===== config.mk =====
export PLATFORM = sky130hd
export DESIGN_NAME = irq_timebase
export DESIGN_NICKNAME = d
export VERILOG_FILES = /design/src/logic/tb_divider.v /design/src/logic/irq_timebase.v
export VERILOG_INCLUDE_DIRS = /design/src /design/src/logic
export SDC_FILE = /design/constraint.sdc
export NUM_CORES = 1
export LEC_CHECK = 0
export BUFFER_PORTS_ARGS = -buffer_cell sky130_fd_sc_hd__clkbuf_2
export CORE_MARGIN = 2
export CORE_UTILIZATION = 56
export CTS_BUF_LIST = sky130_fd_sc_hd__clkbuf_8
export CTS_CLUSTER_SIZE = 20
export DETAILED_ROUTE_END_ITERATION = 6
export PLACE_DENSITY = 0.81
export SLEW_MARGIN = 20
export SYNTH_ARGS = -nofsm -noshare
export SYNTH_HDL_FRONTEND = slang
export SYNTH_HIERARCHICAL = 1
export SYNTH_SLANG_ARGS = --single-unit
export TNS_END_PERCENT = 10

===== constraint.sdc =====
create_clock -name ref_clk_in -period 2.14 [get_ports ref_clk_in]
set_input_delay 0.214 -clock ref_clk_in [delete_from_list [all_inputs] [get_ports ref_clk_in]]
set_output_delay 0.214 -clock ref_clk_in [all_outputs]
set_load 0.1 [all_outputs]

===== src/logic/irq_tb_defs.vh =====
// constants for the touch/timer/time base interrupt block
// assumes an 8-bit register port and one 100 MHz clock
`ifndef IRQ_TB_DEFS_VH
`define IRQ_TB_DEFS_VH
// register addresses on the plain port
`define ADDR_IRQ_CTRL0    4'h0
`define ADDR_IRQ_CTRL1    4'h1
`define ADDR_TB_CTRL      4'h2
`define ADDR_TMR_CTRL     4'h3
`define ADDR_STATUS       4'h4
// first interrupt control register bits
`define C0_GIE            0
`define C0_TOUCH_EN       2
`define C0_TIMER_EN       3
`define C0_TOUCH_FLAG     5
`define C0_TIMER_FLAG     6
// second interrupt control register bits
`define C1_TB_EN          1
`define C1_TB_FLAG        5
// time base control fields
`define TB_SEL_LO         4
`define TB_SEL_HI         5
// timer control: clock source select bit
`define TMR_CLK_SEL       3
// status register bits
`define ST_STACK_FULL     0
`define ST_SLEEP          1
// vectors for each source
`define VEC_TOUCH         8'h08
`define VEC_TIMER         8'h0c
`define VEC_TB            8'h10
// reset values
`define RST_BYTE          8'h00
`define RST_DIV           13'h0000
`endif


===== src/logic/tb_divider.v =====
// time base divider: counts input clock enables, pulses on time-out
// assumes the input tick is a one-cycle enable in the single clock domain
`timescale 1ns/10ps
`default_nettype none
`include "irq_tb_defs.vh"
module tb_divider #(
    parameter WIDTH = 13                      // enough for 8192 periods
) (
    // clock and reset
    input  wire             ref_clk_in,
    input  wire             rst_n_in,
    // control
    input  wire             tick_in,          // one input clock period
    input  wire [1:0]       period_sel_in,    // time-out select
    // result
    output reg              overflow_out      // one-cycle pulse
);
    reg [WIDTH-1:0] count_reg;                // free-running divider

    // terminal count for 1024 << sel
    function [WIDTH-1:0] last_count;
        input [1:0] sel;
        begin
            last_count = ({{(WIDTH-1){1'b0}}, 1'b1} << (4'ha + {2'b00, sel})) - {{(WIDTH-1){1'b0}}, 1'b1};
        end
    endfunction

    // divider counts while ticks arrive; wraps at the selected period
    always @(posedge ref_clk_in or negedge rst_n_in) begin
        if (!rst_n_in) begin
            count_reg    <= `RST_DIV;
            overflow_out <= 1'b0;
        end else begin
            overflow_out <= 1'b0;
            if (tick_in) begin
                // >= so a shorter period chosen mid-count wraps at once
                if (count_reg >= last_count(period_sel_in)) begin // [RULE9]
                    count_reg    <= `RST_DIV;
                    overflow_out <= 1'b1;
                end else begin
                    count_reg <= count_reg + {{(WIDTH-1){1'b0}}, 1'b1};
                end
            end
        end
    end
endmodule // tb_divider
`default_nettype wire


===== src/logic/irq_timebase.v =====
// interrupt request flags, enables and time base for three sources
// assumes the core gives one-cycle event pulses and takes vectors at once
// How it works
// RULE1: touch overflow sets flag; vector needs both enables
// RULE2: touch service clears its flag and global
// RULE3: timer overflow sets flag; vector needs both enables
// RULE4: timer service clears its flag and global
// RULE5: time base overflow sets flag; gated vector
// RULE6: time base service clears flag and global
// RULE7: no vector call while the stack is full
// RULE8: clock select picks system or sub clock
// RULE9: period select gives 1024..8192 input periods
// RULE10: unused time base control bits read zero
// RULE11: rising flag wakes from sleep, enables ignored
// RULE12: software presets flag to block wake-up
// RULE13: flags stay set until service or clear
// RULE14: only program counter pushed on entry
// RULE15: interrupt return pops and sets global enable
// RULE16: plain return pops, global stays zero
// RULE17: software avoids calls inside service routines
// RULE18: global enable clear blocks all servicing
// RULE19: first control register bit layout, reset zero
// RULE20: second control register bit layout, reset zero
// RULE21: fixed priority, distinct vector per source
`timescale 1ns/10ps
`default_nettype none
`include "irq_tb_defs.vh"
module irq_timebase (
    // clock and reset
    input  wire       ref_clk_in,
    input  wire       rst_n_in,
    // register port
    input  wire [3:0] addr_in,
    input  wire [7:0] wdata_in,
    input  wire       wr_in,
    input  wire       rd_in,
    output reg  [7:0] rdata_out,
    // event sources
    input  wire       touch_overflow_in,   // time slot counter overflow
    input  wire       timer_overflow_in,   // timer/event counter overflow
    input  wire       sys_tick_in,         // system clock enable
    input  wire       sub_tick_in,         // sub clock enable
    // core sequencer side
    input  wire       stack_full_in,       // no room for a push
    input  wire       sleep_in,            // core in sleep or idle
    input  wire       ret_in,              // plain return executed
    input  wire       irq_ret_in,          // return from interrupt executed
    output reg        vector_call_out,     // one-cycle call request
    output reg  [7:0] vector_addr_out,     // target vector
    output reg        push_pc_out,         // push program counter only
    output reg        pop_pc_out,          // pop program counter
    output reg        wake_out             // one-cycle wake-up pulse
);
    // register state
    reg       gie_reg;          // global enable
    reg       touch_en_reg;     // touch enable
    reg       timer_en_reg;     // timer enable
    reg       tb_en_reg;        // time base enable
    reg       touch_flag_reg;   // touch request
    reg       timer_flag_reg;   // timer request
    reg       tb_flag_reg;      // time base request
    reg [1:0] tb_sel_reg;       // time base period select
    reg       clk_sel_reg;      // time base clock source
    reg       spare_tc_reg;     // timer control bit 0 kept
    reg [2:0] flags_prev_reg;   // last flags for edge detect

    // next values
    reg       gie_next;
    reg       touch_flag_next;
    reg       timer_flag_next;
    reg       tb_flag_next;

    // service selection
    wire      tb_ovf;           // divider time-out pulse
    wire      tb_tick;          // selected input clock enable
    wire      want_touch;
    wire      want_timer;
    wire      want_tb;
    wire      take;             // a call goes out next cycle
    wire      serve_touch;
    wire      serve_timer;
    wire      serve_tb;
    wire [2:0] flags_now;
    wire      wr0;
    wire      wr1;

    // time base input clock source
    assign tb_tick = clk_sel_reg ? sub_tick_in : sys_tick_in; // [RULE8]

    tb_divider #(
        .WIDTH (13)
    ) u_div (
        .ref_clk_in    (ref_clk_in),
        .rst_n_in      (rst_n_in),
        .tick_in       (tb_tick),
        .period_sel_in (tb_sel_reg),
        .overflow_out  (tb_ovf)
    );

    // request gating by both enables and stack room
    assign want_touch = touch_flag_reg & touch_en_reg;  // [RULE1]
    assign want_timer = timer_flag_reg & timer_en_reg;  // [RULE3]
    assign want_tb    = tb_flag_reg & tb_en_reg;        // [RULE5]
    // global enable low blocks everything; full stack makes it wait
    assign take = gie_reg & ~stack_full_in & (want_touch | want_timer | want_tb); // [RULE18] [RULE7]
    // fixed order: touch, then timer, then time base
    assign serve_touch = take & want_touch;                       // [RULE21]
    assign serve_timer = take & ~want_touch & want_timer;         // [RULE21]
    assign serve_tb    = take & ~want_touch & ~want_timer & want_tb; // [RULE21]

    assign wr0 = wr_in & (addr_in == `ADDR_IRQ_CTRL0);
    assign wr1 = wr_in & (addr_in == `ADDR_IRQ_CTRL1);

    // flag and global enable next state; event set wins over flag clear, service clear over return set
    always @* begin
        gie_next        = gie_reg;
        touch_flag_next = touch_flag_reg;
        timer_flag_next = timer_flag_reg;
        tb_flag_next    = tb_flag_reg;
        // software writes first
        if (wr0) begin
            gie_next        = wdata_in[`C0_GIE];
            touch_flag_next = wdata_in[`C0_TOUCH_FLAG];
            timer_flag_next = wdata_in[`C0_TIMER_FLAG];
        end
        if (wr1) begin
            tb_flag_next = wdata_in[`C1_TB_FLAG];
        end
        // return handling
        if (irq_ret_in) begin
            gie_next = 1'b1; // [RULE15]
        end
        // plain return leaves global enable untouched [RULE16]
        // service clears the served flag and global enable
        if (serve_touch) begin
            touch_flag_next = 1'b0; // [RULE2]
        end
        if (serve_timer) begin
            timer_flag_next = 1'b0; // [RULE4]
        end
        if (serve_tb) begin
            tb_flag_next = 1'b0; // [RULE6]
        end
        if (take) begin
            gie_next = 1'b0; // [RULE2] [RULE4] [RULE6]
        end
        // events last so a same-cycle clear never loses them
        if (touch_overflow_in) begin
            touch_flag_next = 1'b1; // [RULE1] [RULE13]
        end
        if (timer_overflow_in) begin
            timer_flag_next = 1'b1; // [RULE3] [RULE13]
        end
        if (tb_ovf) begin
            tb_flag_next = 1'b1; // [RULE5] [RULE13]
        end
    end

    assign flags_now = {tb_flag_reg, timer_flag_reg, touch_flag_reg};

    // register and sequencer state
    always @(posedge ref_clk_in or negedge rst_n_in) begin
        if (!rst_n_in) begin
            gie_reg         <= 1'b0;
            touch_en_reg    <= 1'b0;
            timer_en_reg    <= 1'b0;
            tb_en_reg       <= 1'b0;
            touch_flag_reg  <= 1'b0;
            timer_flag_reg  <= 1'b0;
            tb_flag_reg     <= 1'b0;
            tb_sel_reg      <= 2'b00;
            clk_sel_reg     <= 1'b0;
            spare_tc_reg    <= 1'b0;
            flags_prev_reg  <= 3'b000;
            vector_call_out <= 1'b0;
            vector_addr_out <= `RST_BYTE;
            push_pc_out     <= 1'b0;
            pop_pc_out      <= 1'b0;
            wake_out        <= 1'b0;
        end else begin
            gie_reg        <= gie_next;
            touch_flag_reg <= touch_flag_next;
            timer_flag_reg <= timer_flag_next;
            tb_flag_reg    <= tb_flag_next;
            flags_prev_reg <= flags_now;
            // enable bits: disabling keeps pending flags [RULE13]
            if (wr0) begin
                touch_en_reg <= wdata_in[`C0_TOUCH_EN]; // [RULE19]
                timer_en_reg <= wdata_in[`C0_TIMER_EN]; // [RULE19]
            end
            if (wr1) begin
                tb_en_reg <= wdata_in[`C1_TB_EN]; // [RULE20]
            end
            if (wr_in && addr_in == `ADDR_TB_CTRL) begin
                tb_sel_reg <= wdata_in[`TB_SEL_HI:`TB_SEL_LO]; // [RULE9]
            end
            if (wr_in && addr_in == `ADDR_TMR_CTRL) begin
                clk_sel_reg  <= wdata_in[`TMR_CLK_SEL]; // [RULE8]
                spare_tc_reg <= wdata_in[0];
            end
            // call request with only the program counter pushed
            vector_call_out <= take;
            push_pc_out     <= take; // [RULE14]
            if (serve_touch) begin
                vector_addr_out <= `VEC_TOUCH; // [RULE21]
            end else if (serve_timer) begin
                vector_addr_out <= `VEC_TIMER; // [RULE21]
            end else if (serve_tb) begin
                vector_addr_out <= `VEC_TB; // [RULE21]
            end
            // both returns pop the program counter
            pop_pc_out <= ret_in | irq_ret_in; // [RULE15] [RULE16]
            // wake on any rising flag, regardless of enables
            wake_out <= sleep_in & (|(flags_now & ~flags_prev_reg)); // [RULE11] [RULE12]
        end
    end

    // read data one cycle after the strobe; unmapped reads zero
    always @(posedge ref_clk_in or negedge rst_n_in) begin
        if (!rst_n_in) begin
            rdata_out <= `RST_BYTE;
        end else if (rd_in) begin
            case (addr_in)
                `ADDR_IRQ_CTRL0: begin
                    rdata_out <= {1'b0, timer_flag_reg, touch_flag_reg, 1'b0,
                                  timer_en_reg, touch_en_reg, 1'b0, gie_reg}; // [RULE19]
                end
                `ADDR_IRQ_CTRL1: begin
                    rdata_out <= {2'b00, tb_flag_reg, 3'b000, tb_en_reg, 1'b0}; // [RULE20]
                end
                `ADDR_TB_CTRL: begin
                    rdata_out <= {2'b00, tb_sel_reg, 4'h0}; // [RULE10]
                end
                `ADDR_TMR_CTRL: begin
                    rdata_out <= {4'h0, clk_sel_reg, 2'b00, spare_tc_reg};
                end
                `ADDR_STATUS: begin
                    rdata_out <= {6'h00, sleep_in, stack_full_in};
                end
                default: begin
                    rdata_out <= `RST_BYTE;
                end
            endcase
        end else begin
            rdata_out <= `RST_BYTE;
        end
    end
endmodule // irq_timebase
`default_nettype wire


==> impl_metrics.yaml <==
outcome:
  outcome: "completed"
worst_hold_path:
  hold_path.startpoint: "ret_in"
  timing.hold.worst_path_depth: 2
  worstHoldPathType: "input pin to flop"
  worst_hold_path.endpoint: "pop_pc_out$_DFF_PN0_"
drt:
  via_per_inst: 5.79
  detail_route.wirelength_um: 4550
  detail-route-antenna-nets: 0
  route.vias.total: 1736
  dr.pass1.iters: 4
  post_drt_wl_per_cell_um: 15.2
  drt-initial-drc-count: 233
  detail_route.drc_violations: 0
finish:
  finalNetCount: 280
  insertedDiodeCount: 0
  flow.area_growth_from_synthesis_pct: 15.2
  layout.cells.non_filler: 300
  final.fill_count: 296
  finalInstanceArea_sq_um: 2470
  post_route_cells_drive_above_1_share_pct: 27.8
  final_core_utilization_pct: 67.5
  flip_flop_count_of_the_largest_register_after_layout: 13
global_routing:
  globalRouteOverflowTotal: 0
  grt_use_total_pct: 22.2
  antenna_found_initial: 0
  first_global_vias: 1617
  grt_first_pass_wirelength_um: 7260
  grt_max_degree: 21
critical_path:
  timing.critical_path.fanout_max: 5
  critical_path.reg2reg.startpoint: "tb_sel_reg[1]$_DFFE_PN0P_"
  worst_setup_path_start_kind: "flop"
  crit_type: "flop to flop"
  required_ns: 2.35
  crit-reg2reg-capture: "u_div/count_reg[8]$_DFFE_PN0P_"
  ff2ff_setup_slack_ns: 0.14
  crit_arrival_ns: 2.21
  timing.critical_path.to_type: "flop"
  worst_r2r_path_cells: 7
floorplan:
  io_pins: 44
  die_height_um: 65.9
  floorplan.die_area_sq_um: 4340
  die_x_um: 65.9
  start_util_pct: 58.6
  coreArea_sq_um: 3660
  std_cell_rows: 22
power:
  power_per_cell_area_nw_per_um2: 1120
  cellLeakagePower_nw: 1.18
  post-layout-total-power_mw: 2.78
  max-vdd-ir-drop_mv: 0.516
logic_synthesis:
  yosysMostFrequentCell: "sky130_fd_sc_hd__dfrtp_1"
  synth_simple_gate_area_share_pct: 20.8
  synth_top_area_share_pct: 47.8
  synth_edf_count: 0
  async_flop_share_pct: 100
  yosys_most_used_dff: "sky130_fd_sc_hd__dfrtp_1"
  synth-seq-cells: 41
  ys_warn_count: 6
  synth_compound_area_share_pct: 14.2
  yosys-mux-area-fraction_pct: 7.06
  synth_largest_area_cell: "sky130_fd_sc_hd__dfrtp_1"
  largest_family_of_logic_cells_by_synthesized_area: "simple AND/OR/NAND/NOR gates"
  synth.top_cells.by_area: "sky130_fd_sc_hd__dfrtp_1 (48%), sky130_fd_sc_hd__mux2_2 (4.7%), sky130_fd_sc_hd__nand2_1 (3.0%), sky130_fd_sc_hd__ha_1 (2.9%), sky130_fd_sc_hd__buf_4 (2.8%)"
  adder_and_majority_cell_fraction_of_the_synthesized_area_pct: 2.92
  netlist_top_cells_count: "sky130_fd_sc_hd__dfrtp_1 (41), sky130_fd_sc_hd__nand2_1 (17), sky130_fd_sc_hd__inv_1 (12)"
  ys_seq_area_share_pct: 47.8
  netlist_instances: 210
  synth-xor-area-share_pct: 0
  synth.cell_area_sq_um: 2150
  netlist-cell-type-count: 46
  syn-mean-instance-area_sq_um: 10.2
sta:
  max_slew.worst_pin.slew_ns: 0.590
  timing.final.crit_share_pct: 93.7
  finalSetupViolations: 0
  finalWorstPathRequiredPeriod_ns: 2.00
  max_freq_ghz: 0.499
  final_setup_skew_ns: 0.00654
  slew_violations: 0
  worst_rel_slew_slack_pct: 60.3
  fin_tns_setup_ns: 0
  grt_setup_unrepaired: "false"
  timing_hold_violations_final: 0
place:
  numPlacedInstances: 291
  port-buffer-count: 36
  placed_cell_area_sq_um: 2340
  detailed_place_hpwl_um: 3390
  final_weighted_congestion_of_routability_driven_global_placement: 0.844
clock_network:
  cts_max_level: 2
  worst_setup_hold_path_clk_slew_ns: 0.08
  cts-buffers-inserted: 5
  worst_skew_pair.late_latency_ns: 0.30
  cts_root_buffer: "sky130_fd_sc_hd__clkbuf_8"
  clk_path_buf_depth: 2
  tritoncts: "yes"
  post_cts_buffers: 0
  clock_sink_count: 41
job:
  max-cap-violations: 0
-- placed cells by master, fill, tap and decap left out, types with 9 or more instances in the layout --
master / Yosys / routed
sky130_fd_sc_hd__a21oi_1: 10 / 10
sky130_fd_sc_hd__nand3_1: 11 / 11
sky130_fd_sc_hd__clkbuf_2: 2 / 36
sky130_fd_sc_hd__mux2_2: 9 / 9
sky130_fd_sc_hd__nor2_1: 9 / 9
sky130_fd_sc_hd__nand2_1: 17 / 17
sky130_fd_sc_hd__dfrtp_1: 41 / 41
sky130_fd_sc_hd__inv_1: 12 / 12
sky130_fd_sc_hd__nor3_1: 10 / 10
-- worst max-delay path, stage by stage, from the launching register on --
cell and delay (ns):
sky130_fd_sc_hd__dfrtp_1 0.41, sky130_fd_sc_hd__inv_1 0.07, sky130_fd_sc_hd__ha_1 0.33, sky130_fd_sc_hd__a21o_1 0.20, sky130_fd_sc_hd__a21oi_1 0.24, sky130_fd_sc_hd__o311a_2 0.25, sky130_fd_sc_hd__nand2_1 0.17, sky130_fd_sc_hd__o22ai_1 0.25
-- through the flow --
step / setup slack (ns) / hold WS, ns
final: 0.136 / 0.108
after global routing: 0.0652 / 0.111
after CTS: 0.159 / 0.110
after detailed placement: 0.179 / 0.195
after global placement: 0.230 / 0.191
after floorplan: 0.326 / -0.0816
-- logic make-up after synthesis --
family,Yosys count
other,2
buffers and inverters,25
flip-flops,41
AND/OR/NAND/NOR,80
AO/OA/AOI/OAI,43
multiplexers,14
adder cells (fa/ha/maj),5
-- how the worst max path moves through the flow --
stage                               from                              to  slack [ns]
3_3_place_gp   tb_sel_reg[1]$_DFFE_PN0P_  u_div/count_reg[2]$_DFFE_PN0P_        0.23
4_1_cts        tb_sel_reg[1]$_DFFE_PN0P_  u_div/count_reg[8]$_DFFE_PN0P_        0.16
2_1_floorplan  tb_sel_reg[1]$_DFFE_PN0P_  u_div/count_reg[2]$_DFFE_PN0P_        0.33
6_report       tb_sel_reg[1]$_DFFE_PN0P_  u_div/count_reg[8]$_DFFE_PN0P_        0.14
5_1_grt        tb_sel_reg[1]$_DFFE_PN0P_  u_div/count_reg[8]$_DFFE_PN0P_        0.07
3_5_place_dp   tb_sel_reg[1]$_DFFE_PN0P_  u_div/count_reg[8]$_DFFE_PN0P_        0.18
-- cell type report --
class | instances | area (sq um) | area share [%]
multi-input combinational | 149 | 992 | 40.2
sequential | 41 | 1030 | 41.5
timing repair buffer | 42 | 228 | 9.22
clock buffer | 6 | 82.6 | 3.34
clock inverter | 2 | 37.5 | 1.52
tap | 48 | 60.1 | 2.43
inverter | 12 | 45.0 | 1.82
-- where the power goes --
part / internal [mW] / switching, mW / leakage, nW / total, mW
Sequential: 0.938 / 0.158 / 0.511 / 1.10
Combinational: 0.295 / 0.733 / 0.613 / 1.03
Clock: 0.379 / 0.274 / 0.0574 / 0.653
-- layer usage --
metal	global-route usage, %	up-vias	wire, um
li1	-	829	-
met1	24.8	834	1860
met2	41.2	68	2360
met3	4.77	5	275
met4	7.81	0	42
met5	0	-	0
-- repair_timing --
action / in CTS / in global routing
hold buffers: 1 / 0
resized for setup: 0 / 0
endpoints found under the setup margin: 0 / 0
hold endpoints to repair: 18 / 0
Note: power is estimated with default switching activity, not from simulation.
